==> config.mk <==
export PLATFORM = sky130hd
export DESIGN_NAME = arpc_top
export DESIGN_NICKNAME = d
export VERILOG_FILES = /design/src/arpc_pkg.sv /design/src/arpc_sync.sv /design/src/arpc_relay_drv.sv /design/src/arpc_top.sv
export VERILOG_INCLUDE_DIRS = /design/src
export SDC_FILE = /design/constraint.sdc
export NUM_CORES = 1
export LEC_CHECK = 0
export BUFFER_PORTS_ARGS = -buffer_cell sky130_fd_sc_hd__buf_2
export CAP_MARGIN = 20
export CORE_MARGIN = 1
export CORE_UTILIZATION = 61
export DETAILED_ROUTE_END_ITERATION = 7
export GPL_TIMING_DRIVEN = 0
export PLACE_DENSITY = 0.92
export SLEW_MARGIN = 20
export SYNTH_ARGS = -nofsm -noshare
export SYNTH_HDL_FRONTEND = slang
export SYNTH_SLANG_ARGS = --single-unit
==> constraint.sdc <==
create_clock -name core_clk -period 5.93 [get_ports core_clk]
set_input_delay 0.593 -clock core_clk [delete_from_list [all_inputs] [get_ports core_clk]]
set_output_delay 0.593 -clock core_clk [all_outputs]
set_load 0.02 [all_outputs]
==> src/arpc_consts.svh <==
/*
 Holds the shared constants of the alarm relay and panel control block: reset values, field widths and timing counts.
 Assumes inclusion by bare name from the relay driver and top modules.
*/
`ifndef ARPC_CONSTS_SVH
`define ARPC_CONSTS_SVH
// ==================================================
// Timing
`define ARPC_CLK_HZ 50000000
`define ARPC_BL_TIMEOUT_MIN 5
// Written out as sized literals: the products overflow 32-bit integer arithmetic
// Five minutes at 50 MHz
`define ARPC_BL_TIMEOUT_CYC 34'h37e11d600
// One minute at 50 MHz
`define ARPC_RELOCK_CYC_PER_MIN 34'h0b2d05e00
// ==================================================
// Widths and reset values
`define ARPC_TMR_W 34
`define ARPC_CONTRAST_RST 7'h32
`define ARPC_CONTRAST_MAX 7'h64
`define ARPC_CODE_RST 16'h0000
`define ARPC_NUM_RELAYS 3
`define ARPC_NUM_ALARMS 4
`endif

==> src/arpc_pkg.sv <==
/*
 Holds the types of the alarm relay and panel control block.
 Assumes arpc_consts.svh is available.
*/
package arpc_pkg;
   // ==================================================
   // Backlight modes
   typedef enum logic [1:0] {
      ARPC_BL_MANUAL = 2'h0,
      ARPC_BL_AUTO = 2'h1,
      ARPC_BL_NEVER = 2'h2,
      ARPC_BL_ALWAYS = 2'h3
   } arpc_bl_mode_t;
   // Panel lock states
   typedef enum logic [1:0] {
      ARPC_LOCKED,
      ARPC_OPEN,
      ARPC_OPEN_TIMED
   } arpc_lock_t;
endpackage

==> src/arpc_sync.sv <==
/*
 Holds a two flip-flop level synchroniser for pin inputs.
 Assumes a single clock domain at core_clk.
*/
`timescale 1ns/100ps
`default_nettype none
module arpc_sync #(
   parameter int W = 1
) (
   // Clock and reset
   input wire logic core_clk,
   input wire logic rst,
   // Data
   input wire logic [W-1:0] din,
   output logic [W-1:0] dout
);
   logic [W-1:0] meta;
   logic [W-1:0] next_meta;
   logic [W-1:0] next_dout;
   // ==================================================
   // First stage feeds the second stage only
   always_comb begin
      next_meta = din;
      next_dout = meta;
   end
   always_ff @(posedge core_clk) begin
      if (rst) begin
         meta <= '0;
         dout <= '0;
      end else begin
         meta <= next_meta;
         dout <= next_dout;
      end
   end
endmodule
`default_nettype wire

==> src/arpc_relay_drv.sv <==
/*
 Holds the coil driver for one alarm relay: alarm select and rest polarity.
 Assumes alarm inputs are already synchronised to core_clk.
*/
`timescale 1ns/100ps
`default_nettype none
`include "arpc_consts.svh"
module arpc_relay_drv import arpc_pkg::*; (
   // Clock and reset
   input wire logic core_clk,
   input wire logic rst,
   // Configuration
   input wire logic [1:0] alarmSel,
   input wire logic restPolarity,
   // Alarm conditions
   input wire logic [`ARPC_NUM_ALARMS-1:0] alarmActive,
   // Coil
   output logic coilOn
);
   logic next_coilOn;
   // ==================================================
   // Polarity 0 energizes on alarm, polarity 1 is fail-safe
   always_comb begin
      next_coilOn = alarmActive[alarmSel] ^ restPolarity;
   end
   // Reset leaves the coil off, matching the powerless state
   always_ff @(posedge core_clk) begin
      if (rst) begin
         coilOn <= 1'b0;
      end else begin
         coilOn <= next_coilOn;
      end
   end
   a_coil_follows: assert property (@(posedge core_clk) disable iff (rst)
      1'b1 |=> coilOn == ($past(alarmActive[alarmSel]) ^ $past(restPolarity)))
      else $error("coil does not follow selected alarm");
   a_failsafe_drop: assert property (@(posedge core_clk) disable iff (rst)
      (restPolarity && alarmActive[alarmSel]) ##1 restPolarity |-> !coilOn)
      else $error("fail-safe coil energized during alarm");
endmodule
`default_nettype wire

==> src/arpc_top.sv <==
/*
 Holds the alarm relay and panel control block: three relay coil drivers, the LCD backlight
 controller with its key inactivity timeout, the contrast setting, and the panel security lock.
 Assumes keypad and alarm lines come from pins; settings come from same-clock logic as pulses.
*/
// Contract
// - Three coil outputs, each following one selected alarm out of four.
// - Polarity 0: coil off without alarm, on with alarm.
// - Polarity 1: coil on without alarm, off with alarm.
// - Fail-safe off coil means alarm or power loss; reset keeps coils off.
// - Manual mode: key press lights backlight, five idle minutes turn it off.
// - Auto mode: key or alarm lights it; off after idle with no alarm.
// - Never-on mode holds backlight off; always-on mode holds it on.
// - Backlight lights only when powered in three or four wire mode.
// - Contrast 0 to 100 percent, reset value 50 percent.
// - While locked, reads allowed, changes and methods refused.
// - Unlock only with correct four-digit code; lock state is reported.
// - Timed unlock relocks automatically after the chosen period.
`timescale 1ns/100ps
`default_nettype none
`include "arpc_consts.svh"
module arpc_top import arpc_pkg::*; #(
   parameter logic [`ARPC_TMR_W-1:0] BL_TIMEOUT_CYC = `ARPC_BL_TIMEOUT_CYC,
   parameter logic [`ARPC_TMR_W-1:0] RELOCK_CYC_PER_MIN = `ARPC_RELOCK_CYC_PER_MIN
) (
   // Clock and reset
   input wire logic core_clk,
   input wire logic rst,
   // Pins: keypad, alarms, supply mode
   input wire logic keyPress,
   input wire logic [`ARPC_NUM_ALARMS-1:0] alarmActive,
   input wire logic multiWirePower,
   // Relay configuration (0..2 packed, 2 select bits and 1 polarity bit each)
   input wire logic [5:0] relayAlarmSel,
   input wire logic [2:0] relayPolarity,
   // Settings requests from the menu logic
   input wire logic setReq,
   input wire logic [1:0] setBlMode,
   input wire logic [6:0] setContrast,
   input wire logic methodReq,
   // Security requests
   input wire logic lockReq,
   input wire logic unlockReq,
   input wire logic unlockTimed,
   input wire logic [7:0] unlockMinutes,
   input wire logic [15:0] codeEntry,
   input wire logic [15:0] codeStored,
   // Outputs
   output logic [2:0] relayCoil,
   output logic backlightOn,
   output logic [6:0] contrast,
   output logic [1:0] blMode,
   output logic panelLocked,
   output logic reqRejected,
   output logic methodGo
);
   // ==================================================
   // Pin synchronisers
   logic keySync;
   logic [`ARPC_NUM_ALARMS-1:0] alarmSync;
   logic powerSync;
   logic keyPrev;
   logic next_keyPrev;
   logic keyEdge;
   arpc_sync #(.W(`ARPC_NUM_ALARMS + 2)) u_sync (
      .core_clk(core_clk),
      .rst(rst),
      .din({keyPress, multiWirePower, alarmActive}),
      .dout({keySync, powerSync, alarmSync})
   );
   // Key edge after synchronisation
   always_comb begin
      next_keyPrev = keySync;
   end
   always_ff @(posedge core_clk) begin
      if (rst) keyPrev <= 1'b0;
      else keyPrev <= next_keyPrev;
   end
   assign keyEdge = keySync && !keyPrev;

   // ==================================================
   // Relay coil drivers
   genvar gi;
   generate
      for (gi = 0; gi < `ARPC_NUM_RELAYS; gi++) begin : g_relay
         arpc_relay_drv u_relay (
            .core_clk(core_clk),
            .rst(rst),
            .alarmSel(relayAlarmSel[2*gi +: 2]),
            .restPolarity(relayPolarity[gi]),
            .alarmActive(alarmSync),
            .coilOn(relayCoil[gi])
         );
      end
   endgenerate

   // ==================================================
   // Panel security
   arpc_lock_t lockState;
   arpc_lock_t next_lockState;
   logic [`ARPC_TMR_W-1:0] minTmr;
   logic [`ARPC_TMR_W-1:0] next_minTmr;
   logic [7:0] minLeft;
   logic [7:0] next_minLeft;
   logic next_panelLocked;
   logic codeOk;
   assign codeOk = (codeEntry == codeStored);
   // Only the four-digit code opens the panel; a timed open counts down minutes
   always_comb begin
      next_lockState = lockState;
      next_minTmr = minTmr;
      next_minLeft = minLeft;
      unique case (lockState)
         ARPC_LOCKED: begin
            if (unlockReq && codeOk) begin
               next_lockState = unlockTimed ? ARPC_OPEN_TIMED : ARPC_OPEN;
               next_minTmr = '0;
               next_minLeft = (unlockMinutes == 8'h00) ? 8'h01 : unlockMinutes;
            end
         end
         ARPC_OPEN: begin
            if (lockReq) next_lockState = ARPC_LOCKED;
         end
         ARPC_OPEN_TIMED: begin
            if (lockReq) begin
               next_lockState = ARPC_LOCKED;
            end else if (minTmr == RELOCK_CYC_PER_MIN - 1'b1) begin
               next_minTmr = '0;
               next_minLeft = minLeft - 8'h01;
               if (minLeft == 8'h01) next_lockState = ARPC_LOCKED;
            end else begin
               next_minTmr = minTmr + 1'b1;
            end
         end
         default: next_lockState = ARPC_LOCKED;
      endcase
      next_panelLocked = (next_lockState == ARPC_LOCKED);
   end
   // Reset comes up locked: the safe side for a field instrument
   always_ff @(posedge core_clk) begin
      if (rst) begin
         lockState <= ARPC_LOCKED;
         minTmr <= '0;
         minLeft <= 8'h00;
         panelLocked <= 1'b1;
      end else begin
         lockState <= next_lockState;
         minTmr <= next_minTmr;
         minLeft <= next_minLeft;
         panelLocked <= next_panelLocked;
      end
   end

   // ==================================================
   // Settings: contrast and backlight mode, guarded by the lock
   logic [6:0] next_contrast;
   logic [1:0] next_blMode;
   logic next_reqRejected;
   logic next_methodGo;
   always_comb begin
      next_contrast = contrast;
      next_blMode = blMode;
      next_reqRejected = 1'b0;
      next_methodGo = 1'b0;
      if (setReq || methodReq) begin
         if (panelLocked) begin
            next_reqRejected = 1'b1;
         end else begin
            next_methodGo = methodReq;
            if (setReq) begin
               next_blMode = setBlMode;
               // Values above full scale clamp instead of wrapping
               next_contrast = (setContrast > `ARPC_CONTRAST_MAX) ? `ARPC_CONTRAST_MAX : setContrast;
            end
         end
      end
   end
   always_ff @(posedge core_clk) begin
      if (rst) begin
         contrast <= `ARPC_CONTRAST_RST;
         blMode <= ARPC_BL_MANUAL;
         reqRejected <= 1'b0;
         methodGo <= 1'b0;
      end else begin
         contrast <= next_contrast;
         blMode <= next_blMode;
         reqRejected <= next_reqRejected;
         methodGo <= next_methodGo;
      end
   end

   // ==================================================
   // Backlight with key inactivity timer
   logic [`ARPC_TMR_W-1:0] idleTmr;
   logic [`ARPC_TMR_W-1:0] next_idleTmr;
   logic idleExpired;
   logic next_idleExpired;
   logic next_backlightOn;
   logic anyAlarm;
   logic wantOn;
   assign anyAlarm = |alarmSync;
   // The timer saturates so a long-idle panel never wraps back on
   always_comb begin
      next_idleTmr = idleTmr;
      next_idleExpired = idleExpired;
      if (keyEdge) begin
         next_idleTmr = '0;
         next_idleExpired = 1'b0;
      end else if (!idleExpired) begin
         if (idleTmr == BL_TIMEOUT_CYC - 1'b1) next_idleExpired = 1'b1;
         else next_idleTmr = idleTmr + 1'b1;
      end
      unique case (arpc_bl_mode_t'(blMode))
         ARPC_BL_MANUAL: wantOn = !next_idleExpired;
         ARPC_BL_AUTO: wantOn = !next_idleExpired || anyAlarm;
         ARPC_BL_NEVER: wantOn = 1'b0;
         ARPC_BL_ALWAYS: wantOn = 1'b1;
      endcase
      next_backlightOn = wantOn && powerSync;
   end
   // Reset counts as expired so the light stays dark until a key
   always_ff @(posedge core_clk) begin
      if (rst) begin
         idleTmr <= '0;
         idleExpired <= 1'b1;
         backlightOn <= 1'b0;
      end else begin
         idleTmr <= next_idleTmr;
         idleExpired <= next_idleExpired;
         backlightOn <= next_backlightOn;
      end
   end

   // ==================================================
   // Checks
   a_bl_power_gate: assert property (@(posedge core_clk) disable iff (rst)
      !powerSync |=> !backlightOn)
      else $error("backlight on without multi-wire power");
   a_bl_never_off: assert property (@(posedge core_clk) disable iff (rst)
      blMode == ARPC_BL_NEVER |=> !backlightOn)
      else $error("backlight on in never mode");
   a_bl_always_on: assert property (@(posedge core_clk) disable iff (rst)
      (blMode == ARPC_BL_ALWAYS && powerSync) |=> backlightOn)
      else $error("backlight off in always mode");
   a_bl_key_on: assert property (@(posedge core_clk) disable iff (rst)
      (keyEdge && powerSync && blMode == ARPC_BL_MANUAL) |=> backlightOn)
      else $error("key press did not light backlight");
   a_bl_auto_alarm: assert property (@(posedge core_clk) disable iff (rst)
      (anyAlarm && powerSync && blMode == ARPC_BL_AUTO) |=> backlightOn)
      else $error("alarm did not light backlight in auto mode");
   a_key_restart: assert property (@(posedge core_clk) disable iff (rst)
      keyEdge |=> idleTmr == '0 && !idleExpired)
      else $error("key press did not restart idle timer");
   a_lock_reject: assert property (@(posedge core_clk) disable iff (rst)
      (panelLocked && (setReq || methodReq)) |=> reqRejected && !methodGo && $stable(contrast))
      else $error("locked panel accepted a change");
   a_bad_code: assert property (@(posedge core_clk) disable iff (rst)
      (lockState == ARPC_LOCKED && !codeOk) |=> panelLocked)
      else $error("panel opened with wrong code");
   a_contrast_range: assert property (@(posedge core_clk) disable iff (rst)
      contrast <= `ARPC_CONTRAST_MAX)
      else $error("contrast above full scale");
   a_timed_relock: assert property (@(posedge core_clk) disable iff (rst)
      (lockState == ARPC_OPEN_TIMED && minLeft == 8'h01 && minTmr == RELOCK_CYC_PER_MIN - 1'b1)
      |=> panelLocked)
      else $error("timed unlock did not relock");

   // ==================================================
   // Further checks on lock, settings and light
   // A locked panel never starts a method
   a_no_method_locked: assert property (@(posedge core_clk) disable iff (rst)
      panelLocked |=> !methodGo)
      else $error("method started while locked");
   // An open panel runs a requested method
   a_method_open: assert property (@(posedge core_clk) disable iff (rst)
      (!panelLocked && methodReq) |=> methodGo && !reqRejected)
      else $error("method refused while open");
   // Settings only move with an accepted set request
   a_settings_hold: assert property (@(posedge core_clk) disable iff (rst)
      !setReq |=> $stable(contrast) && $stable(blMode))
      else $error("settings changed without a request");
   // An accepted set takes the requested mode
   a_set_mode: assert property (@(posedge core_clk) disable iff (rst)
      (!panelLocked && setReq) |=> blMode == $past(setBlMode))
      else $error("accepted set lost the mode");
   // A lock request closes an open panel
   a_lock_request: assert property (@(posedge core_clk) disable iff (rst)
      (lockReq && lockState != ARPC_LOCKED) |=> panelLocked)
      else $error("lock request ignored");
   // A timed open stays open until its minute count runs out
   a_timed_holds: assert property (@(posedge core_clk) disable iff (rst)
      (lockState == ARPC_OPEN_TIMED && !lockReq && minTmr != RELOCK_CYC_PER_MIN - 1'b1) |=> !panelLocked)
      else $error("timed unlock closed early");
   // A timed open never starts with zero minutes left
   a_timed_minutes: assert property (@(posedge core_clk) disable iff (rst)
      (lockState == ARPC_LOCKED && unlockReq && codeOk && unlockTimed) |=> minLeft != 8'h00)
      else $error("timed unlock with no period");
   // Manual light stays dark once idle and no key comes
   a_manual_dark: assert property (@(posedge core_clk) disable iff (rst)
      (blMode == ARPC_BL_MANUAL && idleExpired && !keyEdge) |=> !backlightOn)
      else $error("manual backlight on while idle");
   // Auto light stays dark once idle with no alarm
   a_auto_dark: assert property (@(posedge core_clk) disable iff (rst)
      (blMode == ARPC_BL_AUTO && idleExpired && !keyEdge && !anyAlarm) |=> !backlightOn)
      else $error("auto backlight on while idle without alarm");
endmodule
`default_nettype wire

==> reports/qor.txt <==
OUTCOME
-------------------------------------------------------------------------------------
Run status                                                               complete, no violations

CLOCK NETWORK
-------------------------------------------------------------------------------------
Clock-pin slew of the registers on the worst-case setup and hold paths        0.12 ns
Number of buffers created by CTS                                                    9
TritonCTS clock tree                                                              yes
Number of sinks on the clock net                                                  108
Clk_lat worst skew                                                            0.39 ns
Number of H-tree levels                                                             3
Number of buffers inserted to repair setup after CTS                                0
Root Buffer                                                                  clkbuf_8
Clock tree buffer depth                                                             2
Post-cts repair resize count                                                        0
Post-CTS Hold Fix Bufs                                                              0

SYNTH
-------------------------------------------------------------------------------------
Instance count of the mapped netlist                                              646
Yosys warns                                                                         0
Most frequent cells after synthesis                                      108 x dfxtp_1, 59 x nor2_1, 52 x a21oi_1
Proportion of netlist area held by the largest area contributor                40.02%
Number of synthesized register bits                                               108
Number of distinct library cells after synthesis                                   59
Mean area per synthesized cell                                              8.363 µm²
Dominant register cell in the synthesized netlist                             dfxtp_1
Number of flops mapped to enable cells by yosys                                     0
Library cell with the highest instance count after synthesis                  dfxtp_1
Netlist area before placement                                                5403 µm²
Fraction of registers with async set or reset after synthesis                      0%
Net count of the mapped netlist                                                   721
Most area-hungry cell type in the Yosys netlist                               dfxtp_1
Seq/Total Area, Yosys                                                          40.02%
Ranking of synthesized cells by area                                     dfxtp_1 40%, a21oi_1 4.8%, xnor2_1 4.4%

WORST SETUP PATH
-------------------------------------------------------------------------------------
Crit path arrival time                                                        3.27 ns
Critical-path cell list                                                  or4_1 > nor4_2 > a311oi_1 > nor2_1 > clkbuf_1 > nor2_1
Classification of the worst setup path                                     reg -> reg
Cell family with most CP delay                                           simple AND/OR/NAND/NOR gates
Cell at the slowest stage of the critical path                                  or4_1
Setup crit end kind                                                          register
Startpoint kind of the worst setup timing path                               register
Stage delay of the slowest cell on the critical path                          0.57 ns
CP required                                                                   6.19 ns
Critical-path maximum fanout                                                       10
Count of buffer and inverter cells on the critical path                             1
Most used cell along the critical path                                         nor2_1

TIMING
-------------------------------------------------------------------------------------
Slew at the pin with the worst max-slew slack                                1.041 ns
Post-Route Setup TNS                                                             0 ns
Worst clock skew                                                           0.01172 ns
Fin crit period                                                              3.010 ns
Max-Slew Margin vs Limit                                                       29.99%
Highest clock rate                                                          332.3 MHz
Count of pins over their slew limit                                                 0
Fin. Hold Viols                                                                     0
Unrepaired setup endpoints after global routing                                 false
Final setup viols                                                                   0
Period utilisation layout                                                      50.75%

GRT
-------------------------------------------------------------------------------------
Maximum number of pins on one net before global-route repair                       23
Initial antenna violation count                                                     0
Global-route wire length before repair                                       22.26 mm
Remaining Overflow, GRT                                                             0
Overall global routing resource usage                                          31.00%
Vias in the first global route                                                   5066

FLOORPLAN
-------------------------------------------------------------------------------------
Horizontal die dimension                                                     96.11 µm
Die Y                                                                        96.11 µm
I/O pin cnt                                                                        87
Row count                                                                          33
Core Box Area                                                                8382 µm²
Area of the die                                                              9237 µm²
Initial Utilization                                                            64.46%

CELLS AND AREA
-------------------------------------------------------------------------------------
Area of all placed cells without fillers                                     6175 µm²
Area used by multi-input combinational logic                                 3037 µm²
Share of post-route cells with drive strength above 1                          17.11%
Final Net Count                                                                   818
Sequential Area                                                              2162 µm²
Diodes inserted                                                                     0
Filler cell count                                                                 600
Synth-to-Final Area Change                                                     14.29%

PLACEMENT
-------------------------------------------------------------------------------------
Detail Placement HPWL                                                        9.808 mm
Port Buffers                                                                       86
Global placer's final weighted congestion                                      0.8576
Cell area after placement                                                    5964 µm²

POWER AND IR DROP
-------------------------------------------------------------------------------------
Power Dens Cells                                                         207.6 nW/µm²
Worst vdd ir                                                                 157.4 µV
Leakage power                                                             0.002153 µW

DETAILED ROUTING
-------------------------------------------------------------------------------------
DR iter-0 viols                                                                   381
Vias post-DR                                                                     5369
DRC violation count after routing                                                   0
Per-cell routed wire length                                                  16.12 µm
First drt pass iteration count                                                      5
Number of vias per cell after detailed routing                                  6.294
Routed WL                                                                    13.75 mm
Number of nets with antenna violations after routing                                0

HOLD PATH
-------------------------------------------------------------------------------------
Worst hold path type                                                        in -> reg

JOB
-------------------------------------------------------------------------------------
Count of maximum capacitance violations                                             0

-- cell type report --
| type | instances | area share [%] |
|---|---|---|
| repair buffers | 86 | 6.971 |
| clock buffers | 9 | 2.006 |
| plain buffers | 30 | 2.269 |
| well taps | 105 | 2.128 |
| flip-flops and latches | 108 | 35.02 |
| inverters | 17 | 1.033 |
| multi-input cells | 491 | 49.18 |
| clock inverters | 7 | 1.398 |
-- registers in the layout (all words and copies together), names as in the netlist --
name                    cells
idleExpired                 1
lockState                   2
panelLocked                 1
keyPrev                     1
backlightOn                 1
blMode                      2
contrast                    7
u_sync.meta                 6
idleTmr                    34
minTmr                     34
methodGo                    1
minLeft                     8
g_relay.u_relay.coilOn      3
reqRejected                 1
u_sync.dout                 6
-- logic make-up after synthesis --
logic type | Yosys count | synth area share (%)
buffers and inverters | 47 | 3.775
DFF | 108 | 40.02
adders and majority gates | 4 | 0.9264
xor gates and xnor gates | 43 | 6.971
muxes | 9 | 2.362
and+or+nand+nor | 297 | 30.04
AOI/OAI and AO/OA | 138 | 15.91
-- layer usage --
metal / wire, µm / track usage (%)
met1: 5642 / 37.31
met2: 6957 / 53.37
met3: 812 / 5.055
met4: 339 / 15.42
met5: 0 / 0
-- worst register-to-register path, stage by stage, from the launching register on --
cell,delay (ns)
dfxtp_1,0.35
or4_1,0.57
nor4_2,0.53
a311oi_1,0.30
nor2_1,0.57
clkbuf_1,0.46
nor2_1,0.11
-- where the power goes --
part           total, µW  leakage (µW)  switching, µW  internal [µW]
Combinational       79.5       0.00117           40.7           38.8
Sequential           735      0.000874           3.12            732
Clock                467      0.000105            297            170
-- through the flow --
stage          instances  setup slack (ns)  power, µW  utilization (%)  hold WS [ns]
2_1_floorplan        646             3.630      791.3                -        0.4125
3_3_place_gp         837             2.979      827.0            71.16        0.4183
3_5_place_dp         837             2.933      830.6            71.16        0.4279
4_1_cts              853             3.041       1281            73.67        0.3982
5_1_grt              853             2.783       1319            73.67        0.3882
6_report             853             2.920       1282            73.67        0.4027
-- path summary, 6_finish.rpt --
path | start | slack, ns | depth (start not counted) | to
max | minTmr[26] | 2.92 | 6 | minTmr[5]
min | alarmActive[1] | 0.40 | 2 | u_sync.meta[1]
max reg2reg | minTmr[26] | 2.92 | 6 | minTmr[5]
min reg2reg | u_sync.meta[4] | 0.45 | 1 | u_sync.dout[4]
-- layout by cell type, fill, tap and decap left out, drive strengths merged, types with 3 or more instances in the layout --
cell type,netlist,layout
a21oi,52,52
a221o,4,4
a31oi,10,10
and2,3,3
and3,13,13
and4,5,5
buf,8,94
clkbuf,22,31
clkinv,0,4
dfxtp,108,108
ha,4,4
inv,17,20
mux2i,6,6
mux4,3,3
nand2,44,44
nand2b,7,7
nand3,31,31
nand4,20,20
nor2,60,60
nor2b,18,18
nor3,30,30
nor3b,6,6
nor4,12,12
nor4b,4,4
o21a,3,3
o21ai,30,30
o22ai,3,3
o31ai,15,15
o41ai,3,3
or2,5,5
or3,17,17
or4,17,17
xnor2,27,27
xor2,16,16
Note: power is estimated with default switching activity, not from simulation.
